File: src/include/soft_reset_pkg.sv
`default_nettype none
package soft_reset_pkg;
  // register window of the system control space
  localparam logic [31:0] CTL_BASE        = 32'h400FE000;
  localparam logic [31:0] OFFS_RESET_ONE  = 32'h00000044;
  localparam logic [31:0] OFFS_RESET_TWO  = 32'h00000048;
  localparam logic [31:0] RESET_VALUE     = 32'h00000000;
  // bits that exist in each register; the rest are reserved zeros
  localparam logic [31:0] IMPL_ONE        = 32'h030F5037;
  localparam logic [31:0] IMPL_TWO        = 32'h000120FF;
  // field positions, first register
  localparam int unsigned ONE_COMP_LSB    = 24;
  localparam int unsigned ONE_COUNTER_LSB = 16;
  localparam int unsigned ONE_TWOWIRE1    = 14;
  localparam int unsigned ONE_TWOWIRE0    = 12;
  localparam int unsigned ONE_SYNC_LSB    = 4;
  localparam int unsigned ONE_ASYNC_LSB   = 0;
  // field positions, second register
  localparam int unsigned TWO_USB_BIT     = 16;
  localparam int unsigned TWO_DMA_BIT     = 13;
  localparam int unsigned TWO_PORT_LSB    = 0;
  // bus encodings
  localparam logic [1:0]  HTRANS_NONSEQ   = 2'h2;
  localparam logic [2:0]  HSIZE_WORD      = 3'h2;
  // which register an access selects
  typedef enum logic [1:0] {
    SEL_NONE = 2'b00,
    SEL_ONE  = 2'b01,
    SEL_TWO  = 2'b10
  } reg_sel_t;
endpackage
`default_nettype wire

File: src/include/reset_bank_if.sv
`timescale 1ns/1ps
`default_nettype none
// write port and readback of one reset register bank
interface reset_bank_if;
  logic        wrEn;      // one-cycle commit strobe
  logic [31:0] wrData;    // raw data from software
  logic [31:0] capMask;   // units present in this device
  logic [31:0] value;     // registered bank contents
  logic [31:0] valueNxt;  // contents after this cycle's commit
  modport ctl  (output wrEn, output wrData, output capMask, input value, input valueNxt);
  modport bank (input wrEn, input wrData, input capMask, output value, output valueNxt);
endinterface
`default_nettype wire

File: src/hw/peripheral_soft_reset_ctl.sv
// Added by the designer: the AHB-Lite register port.
`timescale 1ns/1ps
`default_nettype none
// software reset control for peripheral units, behind an ahb-lite slave
module peripheral_soft_reset_ctl (
  input  wire logic        sys_clk,
  input  wire logic        rst,
  input  wire logic        ce,
  // ahb-lite slave port
  input  wire logic        hsel,
  input  wire logic [31:0] haddr,
  input  wire logic [1:0]  htrans,
  input  wire logic        hwrite,
  input  wire logic [2:0]  hsize,
  input  wire logic [31:0] hwdata,
  input  wire logic        hready,
  output logic             hreadyout,
  output logic             hresp,
  output logic [31:0]      hrdata,
  // presence of units, from the capability registers
  input  wire logic [31:0] capMaskTwo,
  input  wire logic [31:0] capMaskFour,
  // unit resets, high holds the unit in reset
  output logic [1:0]       analogCompReset,
  output logic [3:0]       gpCounterReset,
  output logic [1:0]       twowireReset,
  output logic [1:0]       syncSerialReset,
  output logic [2:0]       asyncSerialReset,
  output logic             usbUnitReset,
  output logic             microDmaReset,
  output logic [7:0]       ioPortReset
);
  // pending data phase and read data
  typedef struct packed {
    logic                    wrPend;  // write data phase follows
    soft_reset_pkg::reg_sel_t wrSel;  // register of that write
    logic [31:0]             rdData;  // read data for the data phase
  } bus_state_t;

  bus_state_t state_r;    // registered bus state
  bus_state_t state_nxt;  // next bus state
  logic       accept;     // valid word transfer taken this cycle
  soft_reset_pkg::reg_sel_t addrSel;  // register addressed now

  reset_bank_if bankOne ();  // first reset register
  reset_bank_if bankTwo ();  // second reset register

  // address decode, used by both read and write paths
  function automatic soft_reset_pkg::reg_sel_t regSelect(input logic [31:0] addr);
    if (addr == soft_reset_pkg::CTL_BASE + soft_reset_pkg::OFFS_RESET_ONE) begin
      return soft_reset_pkg::SEL_ONE;
    end else if (addr == soft_reset_pkg::CTL_BASE + soft_reset_pkg::OFFS_RESET_TWO) begin
      return soft_reset_pkg::SEL_TWO;
    end else begin
      return soft_reset_pkg::SEL_NONE;
    end
  endfunction

  // only whole-word transfers are served; others complete with no effect
  assign accept  = hsel && hready && (htrans == soft_reset_pkg::HTRANS_NONSEQ)
                   && (hsize == soft_reset_pkg::HSIZE_WORD);
  assign addrSel = regSelect(haddr);

  // write commits in the data phase, when hwdata is valid
  // first register gated by capability two
  assign bankOne.wrEn    = state_r.wrPend && hready
                           && (state_r.wrSel == soft_reset_pkg::SEL_ONE);
  assign bankOne.wrData  = hwdata;
  assign bankOne.capMask = capMaskTwo;
  // second register gated by capability four
  assign bankTwo.wrEn    = state_r.wrPend && hready
                           && (state_r.wrSel == soft_reset_pkg::SEL_TWO);
  assign bankTwo.wrData  = hwdata;
  assign bankTwo.capMask = capMaskFour;

  // the two banks; reserved bits are never stored
  reset_bit_bank #(
    .WIDTH     (32),
    .IMPL_MASK (soft_reset_pkg::IMPL_ONE)
  ) u_bank_one (
    .sys_clk (sys_clk),
    .rst     (rst),
    .ce      (ce),
    .port    (bankOne.bank)
  );

  reset_bit_bank #(
    .WIDTH     (32),
    .IMPL_MASK (soft_reset_pkg::IMPL_TWO)
  ) u_bank_two (
    .sys_clk (sys_clk),
    .rst     (rst),
    .ce      (ce),
    .port    (bankTwo.bank)
  );

  // bus next state
  always_comb begin
    state_nxt = state_r;
    if (hready) begin
      state_nxt.wrPend = accept && hwrite;
      state_nxt.wrSel  = accept ? addrSel : soft_reset_pkg::SEL_NONE;
      // read takes the post-commit value so a write just before is seen
      if (accept && !hwrite && addrSel == soft_reset_pkg::SEL_ONE) begin
        state_nxt.rdData = bankOne.valueNxt;
      end else if (accept && !hwrite && addrSel == soft_reset_pkg::SEL_TWO) begin
        state_nxt.rdData = bankTwo.valueNxt;
      end else begin
        // unmapped or idle reads as zero
        state_nxt.rdData = 32'h00000000;
      end
    end
  end

  // bus state register, frozen while the clock enable is low
  always_ff @(posedge sys_clk or posedge rst) begin
    if (rst) begin
      state_r <= '0;
    end else if (ce) begin
      state_r <= state_nxt;
    end
  end

  // zero wait states; a frozen block stretches the transfer instead
  assign hreadyout = ce;
  assign hresp     = 1'b0;
  assign hrdata    = state_r.rdData;

  // unit resets straight from the bank flops
  // bit high holds unit
  assign analogCompReset  = bankOne.value[soft_reset_pkg::ONE_COMP_LSB +: 2];
  assign gpCounterReset   = bankOne.value[soft_reset_pkg::ONE_COUNTER_LSB +: 4];
  assign twowireReset     = {bankOne.value[soft_reset_pkg::ONE_TWOWIRE1],
                             bankOne.value[soft_reset_pkg::ONE_TWOWIRE0]};
  assign syncSerialReset  = bankOne.value[soft_reset_pkg::ONE_SYNC_LSB +: 2];
  assign asyncSerialReset = bankOne.value[soft_reset_pkg::ONE_ASYNC_LSB +: 3];
  assign usbUnitReset     = bankTwo.value[soft_reset_pkg::TWO_USB_BIT];
  assign microDmaReset    = bankTwo.value[soft_reset_pkg::TWO_DMA_BIT];
  assign ioPortReset      = bankTwo.value[soft_reset_pkg::TWO_PORT_LSB +: 8];

  // effective write masks, helpers for the checks below
  logic [31:0] effOne;  // writable bits of the first register
  logic [31:0] effTwo;  // writable bits of the second register
  assign effOne = capMaskTwo & soft_reset_pkg::IMPL_ONE;
  assign effTwo = capMaskFour & soft_reset_pkg::IMPL_TWO;
endmodule // peripheral_soft_reset_ctl
`default_nettype wire

File: src/hw/reset_bit_bank.sv
`timescale 1ns/1ps
`default_nettype none
// one register of per-unit reset bits with masked writes
module reset_bit_bank #(
  parameter int unsigned WIDTH     = 32,
  parameter logic [31:0] IMPL_MASK = 32'h00000000
) (
  input  wire logic     sys_clk,
  input  wire logic     rst,
  input  wire logic     ce,
  reset_bank_if.bank    port
);
  // whole state of the bank
  typedef struct packed {
    logic [31:0] value;
  } bank_state_t;

  bank_state_t state_r;    // registered bank
  bank_state_t state_nxt;  // next bank
  logic [31:0] bitNxt;     // per-bit next values

  // refuse widths the 32-bit bus cannot carry
  if (WIDTH < 1 || WIDTH > 32) begin : g_width_check
    $error("reset_bit_bank: WIDTH must be 1..32");
  end

  // per-bit update: a bit moves only if it exists and its unit is present
  for (genvar i = 0; i < 32; i++) begin : g_bit
    if (i < WIDTH && IMPL_MASK[i]) begin : g_live
      assign bitNxt[i] = (port.wrEn && port.capMask[i]) ? port.wrData[i] : state_r.value[i];
    end else begin : g_rsvd
      assign bitNxt[i] = 1'b0;
    end
  end

  // next state
  always_comb begin
    state_nxt       = state_r;
    state_nxt.value = bitNxt;
  end

  // clears on reset; clock enable freezes the bank
  always_ff @(posedge sys_clk or posedge rst) begin
    if (rst) begin
      state_r <= '0;
    end else if (ce) begin
      state_r <= state_nxt;
    end
  end

  assign port.value    = state_r.value;
  assign port.valueNxt = bitNxt;
endmodule // reset_bit_bank
`default_nettype wire

File: config.mk
export PLATFORM = sky130hd
export DESIGN_NAME = peripheral_soft_reset_ctl
export DESIGN_NICKNAME = d
export VERILOG_FILES = /design/src/include/soft_reset_pkg.sv /design/src/include/reset_bank_if.sv /design/src/hw/peripheral_soft_reset_ctl.sv /design/src/hw/reset_bit_bank.sv
export SDC_FILE = /design/constraint.sdc
export NUM_CORES = 1
export LEC_CHECK = 0
export ABC_AREA = 1
export BUFFER_PORTS_ARGS = -buffer_cell sky130_fd_sc_hd__buf_2
export CORE_ASPECT_RATIO = 0.9
export CORE_MARGIN = 2
export CORE_UTILIZATION = 41
export CTS_CLUSTER_SIZE = 30
export DETAILED_ROUTE_END_ITERATION = 16
export MAX_ROUTING_LAYER = met4
export PLACE_DENSITY = 0.81
export SLEW_MARGIN = 5
export SYNTH_ARGS = -nofsm -noshare
export SYNTH_HDL_FRONTEND = slang
export SYNTH_SLANG_ARGS = --single-unit
File: constraint.sdc
create_clock -name sys_clk -period 1.4 [get_ports sys_clk]
set_input_delay 0.28 -clock sys_clk [delete_from_list [all_inputs] [get_ports sys_clk]]
set_output_delay 0.28 -clock sys_clk [all_outputs]
set_load 0.05 [all_outputs]
==> metrics, run 1 <==
clock period minus worst slack 1.42 ns; Yosys top cell by area dfrtp_1; worst r2r src state_r[33]$_DFFE_PP0P_; Seq cells post-synth 43; most frequent cell on the critical path nand2_1; I/O pins 196; clock share of power 0.303; Post-synth top cells 117 x nand2_1, 43 x dfrtp_1, 36 x buf_4; CTS root buf clkbuf_8; core area 6180 um2; CP Buf/Inv Count 1; worst-case clock buffer depth 2; wire per inst 12.0 um; drt via density 4.69; layout cell share with drive strength beyond 1 0.417; P_int 2.15 mW; Initial Utilization 0.430; Cell Pwr Density 938 nW/um2; pre-CTS setup slack -0.0799 ns; static leakage 1.96 nW; Synth Flop Type dfrtp_1; clock skew 0.00414 ns; Seq pwr share 0.419; Crit-path slowest cell dfrtp_1; worst vdd ir 0.442 mV; Slew Limit Fails 0; DR pass1 iterations 5; Post-Place Cell Area 3240 um2; final net count 613; Post-synth ARST share 1.00; Sw Share 0.344; grt ovf 0; Ant. Diodes 0; top cell type's share of synthesized area 0.405; FP Rows 27; first-pass GRT wire length 10500 um; Min Hold Slack 0.0118 ns; die width 88.8 um; Required @ worst endpoint 1.64 ns; utilization after layout 0.564; Buffers on Ports 123; combinational power share 0.278; Critical Path, Cell by Cell inv_2, nor2_4, nand3_1, o21ai_1, nand3_1, nand2_1, nand2_1, nand2_1; final hold viol count 0; # clock sinks 43; RSZ-0062 raised after global routing yes; Seq/Total Area, Yosys 0.405; clock latency on the worst-skew pair 0.29 ns; dpl hpwl 5400 um; Mapped Cells 358; cell with the most instances after synthesis nand2_1; PnR worst setup slack -0.0236 ns; Max-cap violations 0; failing checks negative setup slack; Setup Viol. Count Final 1; Max Clk Rate 0.702 GHz; CP max FO 6; DRT iter0 DRCs 91; design area 3490 um2; Post-CTS Hold Buffers 0; total track usage 0.194; mean post-synth cell area 7.42 um2; ranking of synthesized cells by area dfrtp_1 41%, nand2_1 17%, buf_4 10%, inv_1 4.7%, nand3_1 4.5%; endpoint type of the worst setup path flop; Synth cell types 30; Die Y 80.4 um; Setup CP Type flop to flop; worst hold path type input pin to async pin; CP startpoint state_r[33]$_DFFE_PP0P_; drt drc 0; clock slew at reported path FFs 0.08 ns; number of synthesized flops with an enable pin 0; CTS tree yes; drt total wl 6750 um; Antenna Nets Post-Route 0; Area Overhead vs Synth 31.2%; CP startpoint kind flop; H-tree Lvls 2; largest net degree at the start of global routing 44; sw power 1.12 mW; CP top delay family simple AND/OR/NAND/NOR gates; RD Place Congestion 0.806; vias in the first global route 2392; Synth Warn # 0; Die ar. 7140 um2; via count 2633; Worst R2R Setup Slack -0.02 ns; status complete, but fails checks; cts bufs inserted 5; CP max stage delay 0.42 ns; data arrival time of the critical path 1.66 ns; Post-Syn Area 2660 um2; initial antenna violation count 0; Final Cycle Share 1.02
-- power by group through the flow --
stage                     Sequential [mW]  Combinational, mW  Clock, mW
after floorplan                      1.68              0.353          0
after global placement               1.39              0.873          0
after detailed placement             1.39              0.891          0
after CTS                            1.37              0.892       1.02
after global routing                 1.38              0.983       1.06
final                                1.37              0.911      0.990
-- worst paths after layout --
check | endpoint | depth (start not counted)
worst max-delay path | hrdata[1]$_DFFE_PP0P_ | 8
worst min-delay path | hrdata[7]$_DFFE_PP0P_ | 3
worst max register to register | hrdata[1]$_DFFE_PP0P_ | 8
worst min register to register | hrdata[1]$_DFFE_PP0P_ | 2
max in group asynchronous | state_r[32]$_DFFE_PP0P_ | 3
min in group sys_clk | state_r[34]$_DFFE_PP0P_ | 2
-- layout make-up --
class,instances,area (um2)
clock inverter,2,35.0
clock buffer,6,82.6
multi-input combinational,250,1280
fill,570,2700
sequential,43,1080
inverter,37,149
timing repair buffer,136,738
tap,87,109
timing repair inverter,1,11.3
-- routing by layer --
layer / up-vias / global-route usage / share of wire
li1: 1318 / - / -
met1: 1172 / 0.248 / 0.43
met2: 133 / 0.319 / 0.47
met3: 10 / 0.0391 / 0.090
met4: 0 / 0.0439 / 0.012
met5: - / - / 0
-- flip-flops by register name (all words and copies together), names as in the netlist --
signal,count
hrdata,17
state_r,3
u_bank_one.port.value,13
u_bank_two.port.value,10
-- cell usage in the layout (no fill, tap or decap), drive strengths merged --
cell type and n:
buf 136, nand2 120, dfrtp 43, inv 37
nor2 34, o21ai 33, nand3 27, conb 16
o211ai 6, a31oi 6, clkbuf 6, a21oi 3
nor3 3, clkinv 2, and2 1, a22o 1
bufinv 1
-- metrics by stage --
step	TNS (ns)	power, mW	std cells
2_1_floorplan	0	2.03	373
3_3_place_gp	-0.219	2.26	552
3_5_place_dp	-0.631	2.28	552
4_1_cts	-0.0243	3.28	561
5_1_grt	-0.952	3.42	562
6_report	-0.0236	3.27	562
-- repair_timing --
item                       4_1_cts  5_1_grt
setup endpoints to repair        5       28
gates resized for setup          3       44
gates cloned                     1        0
pin swaps                        0       26
buffers inserted                 0        1
hold endpoints to repair         0        0
-- worst reg2reg max path, delay by kind of cell, from the launching register on --
kind	cells	cell delay, ns
AND/OR/NAND/NOR	6	0.69
flip-flops	1	0.42
AO/OA/AOI/OAI	1	0.18
buffers and inverters	1	0.09
-- cell families (layout without fill, tap and decap cells) --
group / Yosys count / count (layout) / synth area share
DFF: 43 / 43 / 0.405
buffers and inverters: 80 / 182 / 0.172
AOI/OAI and AO/OA: 49 / 49 / 0.115
other: 1 / 16 / 0.00141
and+or+nand+nor: 185 / 185 / 0.306
Power figures use the tool's default switching activity.
==> run 2: changes to the inputs <==
--- a/config.mk
+++ b/config.mk
@@ -5,15 +5,15 @@
 export SDC_FILE = /design/constraint.sdc
 export NUM_CORES = 1
 export LEC_CHECK = 0
-export ABC_AREA = 1
+export ABC_AREA = 0
 export BUFFER_PORTS_ARGS = -buffer_cell sky130_fd_sc_hd__buf_2
 export CORE_ASPECT_RATIO = 0.9
 export CORE_MARGIN = 2
-export CORE_UTILIZATION = 41
+export CORE_UTILIZATION = 39
 export CTS_CLUSTER_SIZE = 30
 export DETAILED_ROUTE_END_ITERATION = 16
 export MAX_ROUTING_LAYER = met4
-export PLACE_DENSITY = 0.81
+export PLACE_DENSITY = 0.8
 export SLEW_MARGIN = 5
 export SYNTH_ARGS = -nofsm -noshare
 export SYNTH_HDL_FRONTEND = slang
==> metrics, run 2 <==
status complete, but fails checks; failing checks negative setup slack; PnR worst setup slack -0.205 ns; Die ar. 6810 um2; Critical Path, Cell by Cell buf_6, or4_4, nor4_4, nand4_2, buf_6, o221ai_2; Max Clk Rate 0.623 GHz; cell with the most instances after synthesis nand2_1; most frequent cell on the critical path buf_6; Synth Flop Type dfrtp_1; drt drc 0; drt total wl 6490 um; commonest cells after routing, fill and taps aside 122 x buf_2, 43 x dfrtp_1, 35 x nand2_1; core area 6050 um2; Post-synth top cells 57 x nand2_1, 43 x dfrtp_1, 34 x buf_4; RD Place Congestion 0.779; number of synthesized flops with an enable pin 0; Setup Viol. Count Final 33; mean post-synth cell area 9.85 um2; RSZ-0062 raised after global routing yes; FP Rows 27; Initial Utilization 0.397; Worst R2R Setup Slack -0.08 ns; max reg flops 17; Die Y 78.5 um; total track usage 0.194; DRT iter0 DRCs 58; vias in the first global route 2115; CTS root buf clkbuf_8; CTS tree yes; final-layout fill cell count 528; total power draw 3.00 mW; via count 2176; Multi-input gate area 1340 um2; CP top delay family simple AND/OR/NAND/NOR gates; Synth cell types 29; final net count 504; clock period minus worst slack 1.61 ns; Seq cells post-synth 43; drt via density 4.97; design area 3410 um2; initial antenna violation count 0; leading cell type in the layout, fill and taps excluded buf_2; pre-CTS setup slack -0.514 ns; clock latency on the worst-skew pair 0.29 ns; Post-CTS Hold Buffers 0; worst hold path type input pin to async pin; dpl hpwl 4650 um; first-pass GRT wire length 10000 um; Mapped Cells 244; Post-Place Cell Area 3020 um2; Final Cycle Share 1.15; grt ovf 0; CP max stage delay 0.53 ns; # clock sinks 43; Post-synth ARST share 1.00; Cell Pwr Density 881 nW/um2; CP startpoint kind input pin; Synth Warn # 0; endpoint type of the worst setup path flop; worst vdd ir 0.585 mV; layout cell share with drive strength beyond 1 0.612; I/O pins 196; Antenna Nets Post-Route 0; clock skew 0.00725 ns; Area Overhead vs Synth 41.9%; wire per inst 14.8 um; R2R Path End hrdata[1]$_DFFE_PP0P_; ranking of synthesized cells by area dfrtp_1 45%, buf_4 11%, mux2i_1 9.6%, nand2_1 8.9%, mux2_2 6.6%; worst r2r path cells 5; Crit-path slowest cell or4_4; clock slew at reported path FFs 0.08 ns; data arrival time of the critical path 1.81 ns; Max-cap violations 0; CP max FO 5; static leakage 1.81 nW; final hold viol count 0; Buffers on Ports 123; CP Buf/Inv Count 2; Seq/Total Area, Yosys 0.448; non-filler instance count after layout 438; worst-case clock buffer depth 2; H-tree Lvls 2; register area 1080 um2; top cell type's share of synthesized area 0.448; DR pass1 iterations 4; Setup CP Type input pin to flop; Slew Limit Fails 0; largest net degree at the start of global routing 44; cts bufs inserted 5; Required @ worst endpoint 1.61 ns; Yosys top cell by area dfrtp_1; die width 86.8 um; worst r2r src state_r[34]$_DFFE_PP0P_; Post-Syn Area 2400 um2; Placed Cells 425; Ant. Diodes 0
-- run 2: changes by cell type after synthesis, sizes merged, moves of 14 or more --
cell,previous run,this run
mux2,0,14
inv,36,1
mux2i,0,23
o21ai,33,13
nand3,27,3
nor2,34,11
nand2,120,57
-- run 2: stage by stage --
stage | util | hold slack [ns] | setup TNS, ns
3_5_place_dp | 0.500 | 0.334 | -11.80
3_3_place_gp | 0.500 | 0.328 | -10.32
6_report | 0.564 | 0.000548 | -3.45
5_1_grt | 0.564 | 0.0162 | -5.32
4_1_cts | 0.539 | 0.00690 | -3.11
2_1_floorplan | - | 0.430 | -4.11
-- run 2: kinds of logic after synthesis --
| kind of cell | synth area share |
|---|---|
| simple gates | 0.195 |
| flops | 0.448 |
| buf+inv | 0.123 |
| mux | 0.161 |
| compound gates | 0.0708 |
| other cells | 0.00156 |
-- run 2: worst max path at each step --
stage | from | slack (ns) | depth (start not counted) | endpoint
finish | haddr[7] | -0.21 | 6 | hrdata[1]$_DFFE_PP0P_
global route | haddr[7] | -0.25 | 6 | hrdata[0]$_DFFE_PP0P_
CTS | haddr[7] | -0.19 | 6 | hrdata[1]$_DFFE_PP0P_
detailed placement | haddr[0] | -0.51 | 6 | hrdata[2]$_DFFE_PP0P_
global placement | haddr[0] | -0.45 | 6 | hrdata[1]$_DFFE_PP0P_
floorplan | haddr[0] | -0.27 | 5 | hrdata[16]$_DFFE_PP0P_
-- run 2: cell type report --
cell class	count	share of cell area
multi-input cells	175	0.394
clock inverters	2	0.0103
well taps	72	0.0264
repair buffers	139	0.228
inverters	1	0.00110
clock buffers	6	0.0242
flip-flops and latches	43	0.316
-- run 2: worst register-to-register path: cells and delay by family, from the launching register on --
kind / cells / cell delay, ns
buffers and inverters: 1 / 0.17
AND/OR/NAND/NOR: 2 / 0.39
multiplexers: 1 / 0.25
AO/OA/AOI/OAI: 1 / 0.13
flip-flops: 1 / 0.42
-- run 2: timing repair --
action / in CTS / in global routing
buffers inserted: 1 / 2
gates resized for setup: 27 / 34
setup endpoints to repair: 40 / 41
endpoints found under the hold margin: 0 / 0
pin swaps: 17 / 15
gates cloned: 2 / 0
-- run 2: per-layer routing --
layer | track usage | share of wire
met5 | - | 0
met4 | 0.0547 | 0.016
met1 | 0.248 | 0.44
met2 | 0.314 | 0.48
met3 | 0.0389 | 0.058
-- run 2: report_power, final --
part	total, mW	switching [mW]	internal (mW)
sequential	1.33	0.0501	1.28
clock	1.01	0.431	0.578
combinational	0.660	0.454	0.206
total	3.00	0.934	2.07
